$ cat src/hw/mpm_pkg.sv
// Constants and types for the metering pin function mux
package mpm_pkg;
    // Clock output source select codes
    localparam logic [1:0] CLK_SEL_DSP     = 2'h0;
    localparam logic [1:0] CLK_SEL_CIC     = 2'h1;
    localparam logic [1:0] CLK_SEL_MOD     = 2'h2;
    localparam logic [1:0] CLK_SEL_MAIN    = 2'h3;
    // Clock/zero-cross pin function codes
    localparam logic [1:0] CZ_FN_CLOCK     = 2'h0;
    localparam logic [1:0] CZ_FN_ZC_VOLT   = 2'h1;
    localparam logic [1:0] CZ_FN_ZC_CURR   = 2'h2;
    localparam logic [1:0] CZ_FN_OFF       = 2'h3;
    // Energy type codes
    localparam logic [1:0] EN_ACTIVE       = 2'h0;
    localparam logic [1:0] EN_FUND_ACTIVE  = 2'h1;
    localparam logic [1:0] EN_REACTIVE     = 2'h2;
    localparam logic [1:0] EN_APPARENT     = 2'h3;
    // Channel source codes
    localparam logic [1:0] CH_PRIMARY      = 2'h0;
    localparam logic [1:0] CH_SECONDARY    = 2'h1;
    localparam logic [1:0] CH_SUM          = 2'h2;
    localparam logic [1:0] CH_DIFF         = 2'h3;
    // Timing
    localparam int CLK_FREQ_HZ             = 100_000_000;
    localparam int BITSTREAM_RATE_HZ       = 4_000_000;
    localparam int DECIMATION_FACTOR       = 512;
    localparam int BIT_PERIOD_CYCLES       = CLK_FREQ_HZ / BITSTREAM_RATE_HZ;
    localparam int PULSE_WIDTH_CYCLES      = 4;
    localparam int PULSE_CNT_W             = 3;
    localparam logic [PULSE_CNT_W-1:0] PULSE_WIDTH =
        PULSE_CNT_W'(PULSE_WIDTH_CYCLES);
    // Reset values
    localparam logic RESET_PORT_SPI        = 1'b1;
    localparam logic PIN_IDLE              = 1'b0;
    // Power-up strap sampler states
    typedef enum logic [2:0]
    {
        STRAP_WAIT   = 3'b001,
        STRAP_SAMPLE = 3'b010,
        STRAP_RUN    = 3'b100
    } mpm_strap_e;
endpackage

$ cat src/hw/mpm_pulse_gen.sv
// Fixed-width energy pulse generator for one pulse output
`timescale 1ns/1ps
module mpm_pulse_gen
    import mpm_pkg::*;
(
    input  wire logic       clk_in,
    input  wire logic       reset_n_in,
    input  wire logic       enable_in,
    input  wire logic [3:0] quantum_in,
    input  wire logic [1:0] source_sel_in,
    output logic            pulse_out
);
    logic                   busy;
    logic [PULSE_CNT_W-1:0] width_cnt;
    logic                   hit;

    always_comb
    begin
        hit = quantum_in[source_sel_in];
    end

    // One pulse of fixed width per quantum; quanta during a pulse merge
    always_ff @(posedge clk_in or negedge reset_n_in)
    begin
        if (!reset_n_in)
        begin
            busy      <= 1'b0;
            width_cnt <= '0;
            pulse_out <= PIN_IDLE;
        end
        else if (enable_in)
        begin
            if (!busy && hit)
            begin
                busy      <= 1'b1;
                width_cnt <= PULSE_WIDTH - 1'b1;
                pulse_out <= 1'b1;
            end
            else if (busy && width_cnt == '0)
            begin
                busy      <= 1'b0;
                pulse_out <= 1'b0;
            end
            else if (busy)
            begin
                width_cnt <= width_cnt - 1'b1;
            end
        end
    end

    pulse_width_a: assert property (@(posedge clk_in) disable iff (!reset_n_in)
        $fell(pulse_out) |-> $past(pulse_out, 4))
        else $error("pulse shorter than fixed width");
endmodule

$ cat src/hw/mpm_skid_buf.sv
// Two-entry valid/ready buffer for a bitstream sample path
`timescale 1ns/1ps
module mpm_skid_buf
#(
    parameter int WIDTH = 4,
    parameter int DEPTH = 2
)
(
    input  wire logic             clk_in,
    input  wire logic             reset_n_in,
    input  wire logic             enable_in,
    input  wire logic             in_valid_in,
    output logic                  in_ready_out,
    input  wire logic [WIDTH-1:0] in_data_in,
    output logic                  out_valid_out,
    input  wire logic             out_ready_in,
    output logic [WIDTH-1:0]      out_data_out
);
    localparam int PW = $clog2(DEPTH);
    logic [WIDTH-1:0] mem [DEPTH];
    logic [PW-1:0]    wr_ptr;
    logic [PW-1:0]    rd_ptr;
    logic [PW:0]      count;
    logic [PW:0]      next_count;
    logic             do_wr;
    logic             do_rd;

    always_comb
    begin
        out_valid_out = (count != '0);
        out_data_out  = mem[rd_ptr];
        do_wr         = enable_in && in_valid_in && in_ready_out;
        do_rd         = enable_in && out_valid_out && out_ready_in;
        next_count    = count + (PW+1)'(do_wr) - (PW+1)'(do_rd);
    end

    always_ff @(posedge clk_in or negedge reset_n_in)
    begin
        if (!reset_n_in)
        begin
            for (int i = 0; i < DEPTH; i++)
                mem[i] <= '0;
        end
        else if (do_wr)
        begin
            mem[wr_ptr] <= in_data_in;
        end
    end

    always_ff @(posedge clk_in or negedge reset_n_in)
    begin
        if (!reset_n_in)
        begin
            wr_ptr <= '0;
            rd_ptr <= '0;
            count  <= '0;
            in_ready_out <= 1'b1;
        end
        else
        begin
            if (do_wr)
                wr_ptr <= (wr_ptr == PW'(DEPTH-1)) ? '0 : wr_ptr + 1'b1;
            if (do_rd)
                rd_ptr <= (rd_ptr == PW'(DEPTH-1)) ? '0 : rd_ptr + 1'b1;
            count <= next_count;
            // Registered ready keeps the upstream port flop-driven
            in_ready_out <= (next_count != (PW+1)'(DEPTH));
        end
    end

    no_overflow_a: assert property (@(posedge clk_in)
        disable iff (!reset_n_in)
        count <= (PW+1)'(DEPTH))
        else $error("buffer count overflow");
endmodule

$ cat src/hw/mpm_pin_mux.sv
// Multifunction pin selection for the metering front end
//
// Function
// - Clock function drives DSP, filter, modulator or main clock tap.
// - Zero-cross function signals voltage or current zero crossings.
// - Pulse mode selects energy type and channel, sum or difference.
// - Two independent pulse trains proportional to chosen power.
// - First pulse pin alternate: primary current bitstream.
// - Second pulse pin alternate: secondary current bitstream.
// - Two interrupt outputs with configurable trigger masks.
// - First interrupt pin alternate: primary voltage bitstream.
// - Second interrupt pin alternate: secondary voltage bitstream.
// - Port select strap sampled after reset, then used as chip select.
// - Serial input routed to SPI data in or UART receive.
// - Serial output driven from SPI data out or UART transmit.
// - Routed bitstreams are 4 MHz modulator streams.
`timescale 1ns/1ps
module mpm_pin_mux
    import mpm_pkg::*;
#(
    parameter int IRQ_SRC_W = 8
)
(
    input  wire logic                 clk_in,
    input  wire logic                 reset_n_in,
    input  wire logic                 clk_en_in,
    // Internal sources
    input  wire logic [3:0]           clock_taps_in,
    input  wire logic                 zc_voltage_in,
    input  wire logic                 zc_current_in,
    input  wire logic [3:0]           energy_quantum_primary_in,
    input  wire logic [3:0]           energy_quantum_secondary_in,
    input  wire logic [3:0]           energy_quantum_sum_in,
    input  wire logic [3:0]           energy_quantum_diff_in,
    input  wire logic [IRQ_SRC_W-1:0] irq_events_in,
    input  wire logic                 bitstream_valid_in,
    input  wire logic [3:0]           bitstreams_in,
    output logic                      bitstream_ready_out,
    // Configuration fields
    input  wire logic [1:0]           cz_function_in,
    input  wire logic [1:0]           clock_select_in,
    input  wire logic [1:0]           pulse_energy_first_in,
    input  wire logic [1:0]           pulse_channel_first_in,
    input  wire logic                 pulse_alt_first_in,
    input  wire logic [1:0]           pulse_energy_second_in,
    input  wire logic [1:0]           pulse_channel_second_in,
    input  wire logic                 pulse_alt_second_in,
    input  wire logic [IRQ_SRC_W-1:0] irq_mask_first_in,
    input  wire logic                 irq_alt_first_in,
    input  wire logic [IRQ_SRC_W-1:0] irq_mask_second_in,
    input  wire logic                 irq_alt_second_in,
    // Serial port core side
    input  wire logic                 spi_data_out_in,
    input  wire logic                 uart_tx_in,
    output logic                      spi_data_in_out,
    output logic                      uart_rx_out,
    output logic                      chip_select_n_out,
    output logic                      port_is_spi_out,
    // Pins
    input  wire logic                 port_select_chip_select_in,
    input  wire logic                 serial_in_pin_in,
    output logic                      serial_out_pin_out,
    output logic                      clock_or_zero_cross_pin_out,
    output logic                      pulse_out_first_out,
    output logic                      pulse_out_second_out,
    output logic                      irq_out_first_out,
    output logic                      irq_out_second_out
);
    import mpm_pkg::*;

    logic [1:0]  cs_sync;
    logic [1:0]  rx_sync;
    logic [1:0]  zv_sync;
    logic [1:0]  zi_sync;
    logic        zv_prev;
    logic        zi_prev;
    mpm_strap_e  strap_state;
    logic        port_spi;
    logic [3:0]  bit_hold;
    logic        bit_valid;
    logic [3:0]  bit_data;
    logic [$clog2(BIT_PERIOD_CYCLES)-1:0] bit_cnt;
    logic        bit_tick;
    logic [3:0]  quanta_first;
    logic [3:0]  quanta_second;
    logic        pulse_first;
    logic        pulse_second;
    logic        next_cz;

    // Picks the 4-bit quantum group for a channel source code
    function automatic logic [3:0] pick_channel(input logic [1:0] sel,
        input logic [3:0] p, input logic [3:0] s,
        input logic [3:0] a, input logic [3:0] d);
        case (sel)
            CH_PRIMARY:   pick_channel = p;
            CH_SECONDARY: pick_channel = s;
            CH_SUM:       pick_channel = a;
            default:      pick_channel = d;
        endcase
    endfunction

    // Pin inputs pass two flip-flops
    always_ff @(posedge clk_in or negedge reset_n_in)
    begin
        if (!reset_n_in)
        begin
            cs_sync <= 2'h3;
            rx_sync <= 2'h3;
            zv_sync <= 2'h0;
            zi_sync <= 2'h0;
            zv_prev <= 1'b0;
            zi_prev <= 1'b0;
        end
        else if (clk_en_in)
        begin
            cs_sync <= {cs_sync[0], port_select_chip_select_in};
            rx_sync <= {rx_sync[0], serial_in_pin_in};
            zv_sync <= {zv_sync[0], zc_voltage_in};
            zi_sync <= {zi_sync[0], zc_current_in};
            zv_prev <= zv_sync[1];
            zi_prev <= zi_sync[1];
        end
    end

    // Strap sampled once after reset release, pin then serves as select
    always_ff @(posedge clk_in or negedge reset_n_in)
    begin
        if (!reset_n_in)
        begin
            strap_state <= STRAP_WAIT;
            port_spi    <= RESET_PORT_SPI;
        end
        else if (clk_en_in)
        begin
            case (strap_state)
                // Lets the synchroniser flush its reset value first
                STRAP_WAIT:
                    if (bit_cnt != '0)
                        strap_state <= STRAP_SAMPLE;
                STRAP_SAMPLE:
                begin
                    port_spi    <= cs_sync[1];
                    strap_state <= STRAP_RUN;
                end
                STRAP_RUN:    strap_state <= STRAP_RUN;
                default:      strap_state <= STRAP_WAIT;
            endcase
        end
    end

    // Serial routing by sampled port selection
    always_ff @(posedge clk_in or negedge reset_n_in)
    begin
        if (!reset_n_in)
        begin
            spi_data_in_out    <= 1'b0;
            uart_rx_out        <= 1'b1;
            serial_out_pin_out <= 1'b1;
            chip_select_n_out  <= 1'b1;
            port_is_spi_out    <= RESET_PORT_SPI;
        end
        else if (clk_en_in)
        begin
            port_is_spi_out    <= port_spi;
            chip_select_n_out  <= (strap_state == STRAP_RUN) ?
                                  cs_sync[1] : 1'b1;
            spi_data_in_out    <= port_spi ? rx_sync[1] : 1'b0;
            uart_rx_out        <= port_spi ? 1'b1 : rx_sync[1];
            serial_out_pin_out <= port_spi ? spi_data_out_in
                                           : uart_tx_in;
        end
    end

    // Modulator bit clock: one sample per 4 MHz bit period
    always_ff @(posedge clk_in or negedge reset_n_in)
    begin
        if (!reset_n_in)
            bit_cnt <= '0;
        else if (clk_en_in)
            bit_cnt <= (bit_cnt == ($clog2(BIT_PERIOD_CYCLES))'(
                BIT_PERIOD_CYCLES - 1)) ? '0 : bit_cnt + 1'b1;
    end

    always_comb
    begin
        bit_tick = (bit_cnt == '0);
    end

    mpm_skid_buf #(.WIDTH(4), .DEPTH(2)) u_buf
    (
        .clk_in        (clk_in),
        .reset_n_in    (reset_n_in),
        .enable_in     (clk_en_in),
        .in_valid_in   (bitstream_valid_in),
        .in_ready_out  (bitstream_ready_out),
        .in_data_in    (bitstreams_in),
        .out_valid_out (bit_valid),
        .out_ready_in  (bit_tick),
        .out_data_out  (bit_data)
    );

    // Bits are held on the pins for a whole bit period
    always_ff @(posedge clk_in or negedge reset_n_in)
    begin
        if (!reset_n_in)
            bit_hold <= 4'h0;
        else if (clk_en_in && bit_tick && bit_valid)
            bit_hold <= bit_data;
    end

    always_comb
    begin
        quanta_first  = pick_channel(pulse_channel_first_in,
            energy_quantum_primary_in, energy_quantum_secondary_in,
            energy_quantum_sum_in, energy_quantum_diff_in);
        quanta_second = pick_channel(pulse_channel_second_in,
            energy_quantum_primary_in, energy_quantum_secondary_in,
            energy_quantum_sum_in, energy_quantum_diff_in);
    end

    mpm_pulse_gen u_pulse_first
    (
        .clk_in        (clk_in),
        .reset_n_in    (reset_n_in),
        .enable_in     (clk_en_in),
        .quantum_in    (quanta_first),
        .source_sel_in (pulse_energy_first_in),
        .pulse_out     (pulse_first)
    );

    mpm_pulse_gen u_pulse_second
    (
        .clk_in        (clk_in),
        .reset_n_in    (reset_n_in),
        .enable_in     (clk_en_in),
        .quantum_in    (quanta_second),
        .source_sel_in (pulse_energy_second_in),
        .pulse_out     (pulse_second)
    );

    always_comb
    begin
        case (cz_function_in)
            CZ_FN_CLOCK:   next_cz = clock_taps_in[clock_select_in];
            CZ_FN_ZC_VOLT: next_cz = zv_sync[1] ^ zv_prev;
            CZ_FN_ZC_CURR: next_cz = zi_sync[1] ^ zi_prev;
            default:       next_cz = PIN_IDLE;
        endcase
    end

    // Each pin registers exactly one selected function
    always_ff @(posedge clk_in or negedge reset_n_in)
    begin
        if (!reset_n_in)
        begin
            clock_or_zero_cross_pin_out <= PIN_IDLE;
            pulse_out_first_out         <= PIN_IDLE;
            pulse_out_second_out        <= PIN_IDLE;
            irq_out_first_out           <= PIN_IDLE;
            irq_out_second_out          <= PIN_IDLE;
        end
        else if (clk_en_in)
        begin
            clock_or_zero_cross_pin_out <= next_cz;
            pulse_out_first_out  <= pulse_alt_first_in ?
                                    bit_hold[0] : pulse_first;
            pulse_out_second_out <= pulse_alt_second_in ?
                                    bit_hold[1] : pulse_second;
            irq_out_first_out    <= irq_alt_first_in ? bit_hold[2] :
                |(irq_events_in & irq_mask_first_in);
            irq_out_second_out   <= irq_alt_second_in ? bit_hold[3] :
                |(irq_events_in & irq_mask_second_in);
        end
    end

    pulse_route_a: assert property (@(posedge clk_in)
        disable iff (!reset_n_in)
        clk_en_in && !pulse_alt_first_in |=> pulse_out_first_out ==
        $past(pulse_first))
        else $error("first pulse pin not routed");
    bit_first_a: assert property (@(posedge clk_in) disable iff (!reset_n_in)
        clk_en_in && pulse_alt_first_in |=> pulse_out_first_out ==
        $past(bit_hold[0]))
        else $error("first current bitstream not routed");
    bit_second_a: assert property (@(posedge clk_in) disable iff (!reset_n_in)
        clk_en_in && pulse_alt_second_in |=> pulse_out_second_out ==
        $past(bit_hold[1]))
        else $error("second current bitstream not routed");
    irq_first_a: assert property (@(posedge clk_in) disable iff (!reset_n_in)
        clk_en_in && !irq_alt_first_in |=> irq_out_first_out ==
        $past(|(irq_events_in & irq_mask_first_in)))
        else $error("first interrupt wrong");
    volt_first_a: assert property (@(posedge clk_in) disable iff (!reset_n_in)
        clk_en_in && irq_alt_first_in |=> irq_out_first_out ==
        $past(bit_hold[2]))
        else $error("primary voltage bitstream not routed");
    volt_second_a: assert property (@(posedge clk_in)
        disable iff (!reset_n_in)
        clk_en_in && irq_alt_second_in |=> irq_out_second_out ==
        $past(bit_hold[3]))
        else $error("secondary voltage bitstream not routed");
    clock_sel_a: assert property (@(posedge clk_in) disable iff (!reset_n_in)
        clk_en_in && cz_function_in == CZ_FN_CLOCK |=>
        clock_or_zero_cross_pin_out == $past(clock_taps_in[clock_select_in]))
        else $error("clock tap not routed");
    serial_out_a: assert property (@(posedge clk_in)
        disable iff (!reset_n_in)
        clk_en_in |=> serial_out_pin_out == ($past(port_spi) ?
        $past(spi_data_out_in) : $past(uart_tx_in)))
        else $error("serial output wrong");
    strap_hold_a: assert property (@(posedge clk_in)
        disable iff (!reset_n_in)
        strap_state == STRAP_RUN |=> $stable(port_spi))
        else $error("port selection changed after power-up");
    bit_rate_a: assert property (@(posedge clk_in) disable iff (!reset_n_in)
        clk_en_in && bit_tick |=> !bit_tick)
        else $error("bit clock too fast");
endmodule

$ cat config.mk
export PLATFORM = sky130hd
export DESIGN_NAME = mpm_pin_mux
export DESIGN_NICKNAME = d
export VERILOG_FILES = /design/src/hw/mpm_pkg.sv /design/src/hw/mpm_pulse_gen.sv /design/src/hw/mpm_skid_buf.sv /design/src/hw/mpm_pin_mux.sv
export SDC_FILE = /design/constraint.sdc
export NUM_CORES = 1
export LEC_CHECK = 0
export BUFFER_PORTS_ARGS = -buffer_cell sky130_fd_sc_hd__buf_2
export CELL_PAD_IN_SITES_DETAIL_PLACEMENT = 0
export CELL_PAD_IN_SITES_GLOBAL_PLACEMENT = 1
export CORE_MARGIN = 2
export CORE_UTILIZATION = 43
export CTS_BUF_LIST = sky130_fd_sc_hd__clkbuf_16
export DETAILED_ROUTE_END_ITERATION = 7
export PLACE_DENSITY = 0.83
export SYNTH_ARGS = -nofsm -noshare
export SYNTH_HDL_FRONTEND = slang
export SYNTH_SLANG_ARGS = --single-unit
$ cat constraint.sdc
create_clock -name clk_in -period 7.41 [get_ports clk_in]
set_clock_uncertainty 0.05 [all_clocks]
set_input_delay 1.482 -clock clk_in [delete_from_list [all_inputs] [get_ports clk_in]]
set_output_delay 1.482 -clock clk_in [all_outputs]
set_load 0.02 [all_outputs]
# --- After elaboration in Yosys (flattened, before gate mapping) ---
# Cells that the tools add are included.
totals:
  reg_bits: 54
  input_bits: 74
  wordCells: 135
classes:
  muxes: 38
  bitwise: 6
  eq_ne: 14
  magnitude_cmp: 6
  reduce_logical: 34
  add_sub_neg: 7
ops:
  columns: ["op", "count"]
  rows:
  - ["$pmux W4 S3", 2]
  - ["$mux W3", 7]
  - ["$mux W1", 17]
  - ["$and A8 B8 Y8", 2]
  - ["$mux W4", 4]
  - ["$reduce_or A8 Y1", 2]
  - ["$logic_and A1 B1 Y1", 11]
  - ["$reduce_bool A2 Y1", 5]
  - ["$lt A2 B3 Y1 const B", 3]
  - ["$bwmux W8", 1]
  - ["$reduce_and A2 Y1", 4]
  - ["$bmux W1 S2", 3]
  - ["$eq A2 B1 Y1 const B", 3]
  - ["$eq A2 B2 Y1 const B", 3]
  - ["$logic_not A2 Y1", 3]
  - ["$logic_not A3 Y1", 2]
  - ["$pmux W3 S2", 1]
  - ["$reduce_and A3 Y1", 2]
  - ["$sub A3 B1 Y3 const B", 2]
  - ["$add A5 B1 Y5 const B", 1]
  - ["$eq A5 B5 Y1 const B", 1]
  - ["$logic_not A5 Y1", 1]
  - ["$mux W5", 1]
  - ["$reduce_bool A5 Y1", 1]
  - ["16 further kinds", 23]

# --- Logic depth before layout (Yosys ltp) ---
logic_depth:
  ltp_word: 7
  mapped_depth: 10
  mapped_depth_nobuf: 10

# --- By module ---
# A second synthesis with hierarchy kept.
hier_totals:
  hier_cells: 234
  hier_area_um2: 2869.0
by_module_without_submodules:
  columns: ["mod", "seq_area_each_um2", "n_inst", "area_per_inst_um2", "cells_each"]
  rows:
  - ["mpm_pin_mux", 838.3, 1, 1744.2, 142]
  - ["mpm_skid_buf", 326.6, 1, 581.8, 40]
  - ["mpm_pulse_gen", 100.1, 2, 271.5, 26]

# --- Worst setup path before layout ---
# OpenSTA, ideal clock, no wires.
synth_path:
  path_type: "input port to flip-flop"
  startpoint: "input port clk_en_in"
  endpoint: "register u_buf.in_ready_out"
  setup_slack_ns: 4.104
  path_stages: 10
  setup_ns: 0.081
  arrival_ns: 3.174
  t_required_ns: 7.279
  cell_sequence: "clkbuf_1 clkbuf_1 o21ai_0 nor2_2 ha_1 inv_1 ha_1 xnor2_1 xnor2_1 nand2b_1"
synth_via:
  elab_cells_between_ends: 7
  classes_between: "add/sub (2); eq/ne (1); reduce/logical (4)"
synth_rtl:
  columns: ["item", "line_no", "rtl"]
  rows:
  - ["start: declaration", "mpm_pin_mux.sv:26", "input wire logic clk_en_in,"]
  - ["$logic_and A1 B1 Y1 (2 in series)", "mpm_skid_buf.sv:33", "do_rd = enable_in && out_valid_out && out_ready_in;"]
  - ["net u_buf.do_rd", "mpm_skid_buf.sv:26", "logic do_rd;"]
  - ["$sub A2 B1 Y2", "mpm_skid_buf.sv:34", "next_count = count + (PW+1)'(do_wr) - (PW+1)'(do_rd);"]
  - ["net u_buf.next_count[1]", "mpm_skid_buf.sv:24", "logic [PW:0] next_count;"]
  - ["$ne A2 B2 Y1", "mpm_skid_buf.sv:67", "in_ready_out <= (next_count != (PW+1)'(DEPTH));"]
  - ["end signal: assignment", "mpm_skid_buf.sv:67", null]
  - ["end: declaration", "mpm_skid_buf.sv:13", "output logic in_ready_out,"]
# The timed path passes the listed nets, and every way through them passes these cells.
# A chain may end at the register's enable or synchronous reset.

# --- Worst setup path after layout ---
# Ends and elaborated chain as after synthesis.

==> flow_metrics.py <==
metrics = {
    "worst_hold_path": {
        "worstHoldStart": "u_buf.wr_ptr$_DFFE_PN0P_",
        "hp-class": "reg2reg",
        "whs_path_depth": 1,
        "worstHoldEndpoint": "u_buf.wr_ptr$_DFFE_PN0P_",
    },
    "final_layout": {
        "final_cell_mix": "buf_2 (84), dfrtp_1 (43), mux2_2 (23), nor2_1 (20), mux2i_1 (19)",
        "final_cells": 418,
        "drive_gt1_frac": 0.399,
        "fillers": 580,
        "num-nets-final": 422,
        "antenna_cells": 0,
        "area_growth_pct": 23.3,
        "final_common_cell": "buf_2",
    },
    "timing": {
        "slew_headroom": 0.402,
        "setup_viol": 0,
        "worstMarginPinSlew_ns": 0.897,
        "rsz0062_at_grt": "no",
        "finalCritPeriodShare": 0.475,
        "layout_setup_ws_ns": 3.89,
        "hold_slack_ns": 0.437,
        "hold_violations": 0,
        "setup_tns_ns": 0,
        "clock.fmax_mhz": 284,
        "finalMaxSlewViolations": 0,
        "layout_min_cycle_time_ns": 3.52,
    },
    "drt": {
        "drt_pre_antenna_iters": 4,
        "routedWlPerCell_um": 12.9,
        "drt_iter0_markers": 89,
        "drc": 0,
        "vias": 2151,
        "ant_nets": 0,
        "wl_um": 5370,
        "vias_per_cell": 5.15,
    },
    "power": {
        "switchingPower_w": 0.000355,
        "ir_drop_uv": 197,
        "leakage_nw": 1.67,
        "p_seq_frac": 0.445,
        "p_clk_frac": 0.253,
        "p_sw_frac": 0.310,
        "combinationalPowerShare": 0.302,
        "p_int_w": 0.000789,
        "p_per_area_nw_per_um2": 325,
    },
    "synthesis": {
        "postSynth.asyncResetShare": 1.00,
        "synth_compound_area_frac": 0.118,
        "synth_area_um2": 2850,
        "yosys_warnings": 0,
        "ys_ff_latch": 54,
        "synth_xor_area_frac": 0.0215,
        "yosysUniqueCellTypes": 40,
        "synthCells": 257,
        "syn_nets": 339,
        "synth_area_per_cell_um2": 11.1,
        "synth_top_family_by_area": "multiplexers",
        "synthSimpleGateAreaFrac": 0.110,
        "synth_top_flop_cell": "dfrtp_1",
        "ys_seq_area_frac": 0.479,
        "synth_edf_count": 0,
        "synthAdderAreaFrac": 0.0351,
        "synthMuxAreaShare": 0.197,
    },
    "global_route": {
        "track_usage": 0.153,
        "grt_overflow": 0,
        "antenna_found_initial": 0,
        "grt_pass1_vias": 2003,
        "grt_max_degree": 55,
        "grt_pass1_wl_um": 8930,
    },
    "critical_path": {
        "r2r_start": "bit_cnt[0]$_DFFE_PN0P_",
        "start_kind": "input port",
        "worstPathArrival_ns": 3.68,
        "crit_type": "in2reg",
        "r2r_slack_ns": 4.69,
        "worst-path-max-fanout": 52,
        "end_kind": "flop",
        "cp_data_required_time_ns": 7.57,
        "worstReg2RegEnd": "u_buf.in_ready_out$_DFF_PN1_",
        "ff2ff_path_depth": 10,
    },
    "clocking": {
        "clkTransAtPathRegs_ns": 0.07,
        "tritoncts": "done",
        "cts_root_buf": "clkbuf_16",
        "ctsHoldBuffers": 0,
        "clock_latency_ns": 0.28,
        "cts_buffers": 5,
        "h-tree-depth": 2,
        "cts_resized": 0,
        "cts.sinks": 54,
        "clock_path_buffers": 2,
        "post_cts_buffers": 0,
    },
    "job": {
        "max_cap_viol_count": 0,
    },
    "floorplan": {
        "fp.coreArea_um2": 6390,
        "dieArea_um2": 7300,
        "die_w_um": 85.4,
        "start_util": 0.446,
        "rows": 29,
        "io_pins": 85,
        "die_y_um": 85.4,
    },
    "place": {
        "hpwl_um": 4080,
        "io_buffers": 84,
        "pre_cts_ws_ns": 3.58,
        "dp.cells": 410,
        "gp_congestion": 0.759,
    },
    "status": {
        "status": "finished clean",
    },
}
[registers in the layout, indices dropped and copies added (netlist names), 3 cells and up]
signal                    count
u_pulse_first.width_cnt       3
bit_cnt                       5
strap_state                   3
bit_hold                      4
u_buf.mem                     8
u_pulse_second.width_cnt      3
[cell usage after synthesis, drive strengths merged, types with 3 or more instances]
cell	count	share of area
a21oi	15	0.026
a22oi	10	0.028
a41oi	4	0.012
and3	3	0.0066
buf	5	0.012
clkbuf	4	0.0053
dfrtp	43	0.38
dfstp	11	0.10
ha	8	0.035
inv	17	0.022
mux2	23	0.091
mux2i	19	0.067
mux4	5	0.040
nand2	17	0.022
nand2b	3	0.0066
nand3	6	0.011
nand3b	4	0.011
nor2	21	0.029
o21ai	12	0.021
o22ai	3	0.0066
xnor2	5	0.015
[cell families (layout without fill, tap and decap cells)]
logic type                 count (synthesis)  in the layout
muxes                                     47             47
adders and majority gates                  8              8
xor gates and xnor gates                   7              7
and+or+nand+nor                           63             63
buffers and inverters                     26            110
DFF                                       54             54
AOI/OAI and AO/OA                         52             52
[layout make-up]
class / count / area [um^2] / share of cell area
flip-flops and latches: 54 / 1370 / 0.388
repair buffers: 85 / 428 / 0.122
well taps: 77 / 96.3 / 0.0274
clock inverters: 3 / 63.8 / 0.0182
multi-input cells: 177 / 1370 / 0.391
inverters: 17 / 63.8 / 0.0182
clock buffers: 5 / 125 / 0.0356
[power by group through the flow]
| stage | combinational, W | clock, W | sequential, W |
|---|---|---|---|
| 6_report | 0.000345 | 0.000290 | 0.000508 |
| 5_1_grt | 0.000395 | 0.000309 | 0.000526 |
| 4_1_cts | 0.000351 | 0.000297 | 0.000511 |
| 3_5_place_dp | 0.000349 | 0 | 0.000514 |
| 3_3_place_gp | 0.000333 | 0 | 0.000511 |
| 2_1_floorplan | 0.000243 | 0 | 0.000509 |
[stage by stage]
stage	utilization	instance area, um^2	total power, W
2_1_floorplan	-	2850	0.000752
3_3_place_gp	0.521	3330	0.000844
3_5_place_dp	0.521	3330	0.000863
4_1_cts	0.550	3510	0.00116
5_1_grt	0.550	3510	0.00123
6_report	0.550	3510	0.00114
[worst max-delay path by stage]
stage               startpoint                           end  cells past startpoint
finish               clk_en_in  u_buf.in_ready_out$_DFF_PN1_                      9
global route         clk_en_in  u_buf.in_ready_out$_DFF_PN1_                      9
CTS                  clk_en_in  u_buf.in_ready_out$_DFF_PN1_                      9
detailed placement   clk_en_in  u_buf.in_ready_out$_DFF_PN1_                      9
global placement     clk_en_in  u_buf.in_ready_out$_DFF_PN1_                      9
floorplan            clk_en_in  u_buf.in_ready_out$_DFF_PN1_                     10
[routing by layer]
metal,vias up,track usage,wire length (um)
li1,1093,-,-
met1,1015,0.203,2440
met2,41,0.247,2660
met3,2,0.0486,248
met4,0,0.0303,26
met5,-,0,0
[worst max-delay path, stage by stage]
cell	delay (ns)
buf_2	0.67
o21ai_0	0.25
nor2_2	0.37
ha_1	0.30
inv_1	0.05
ha_1	0.15
xnor2_1	0.13
xnor2_1	0.18
nand2b_1	0.08
Power figures use the tool's default switching activity.
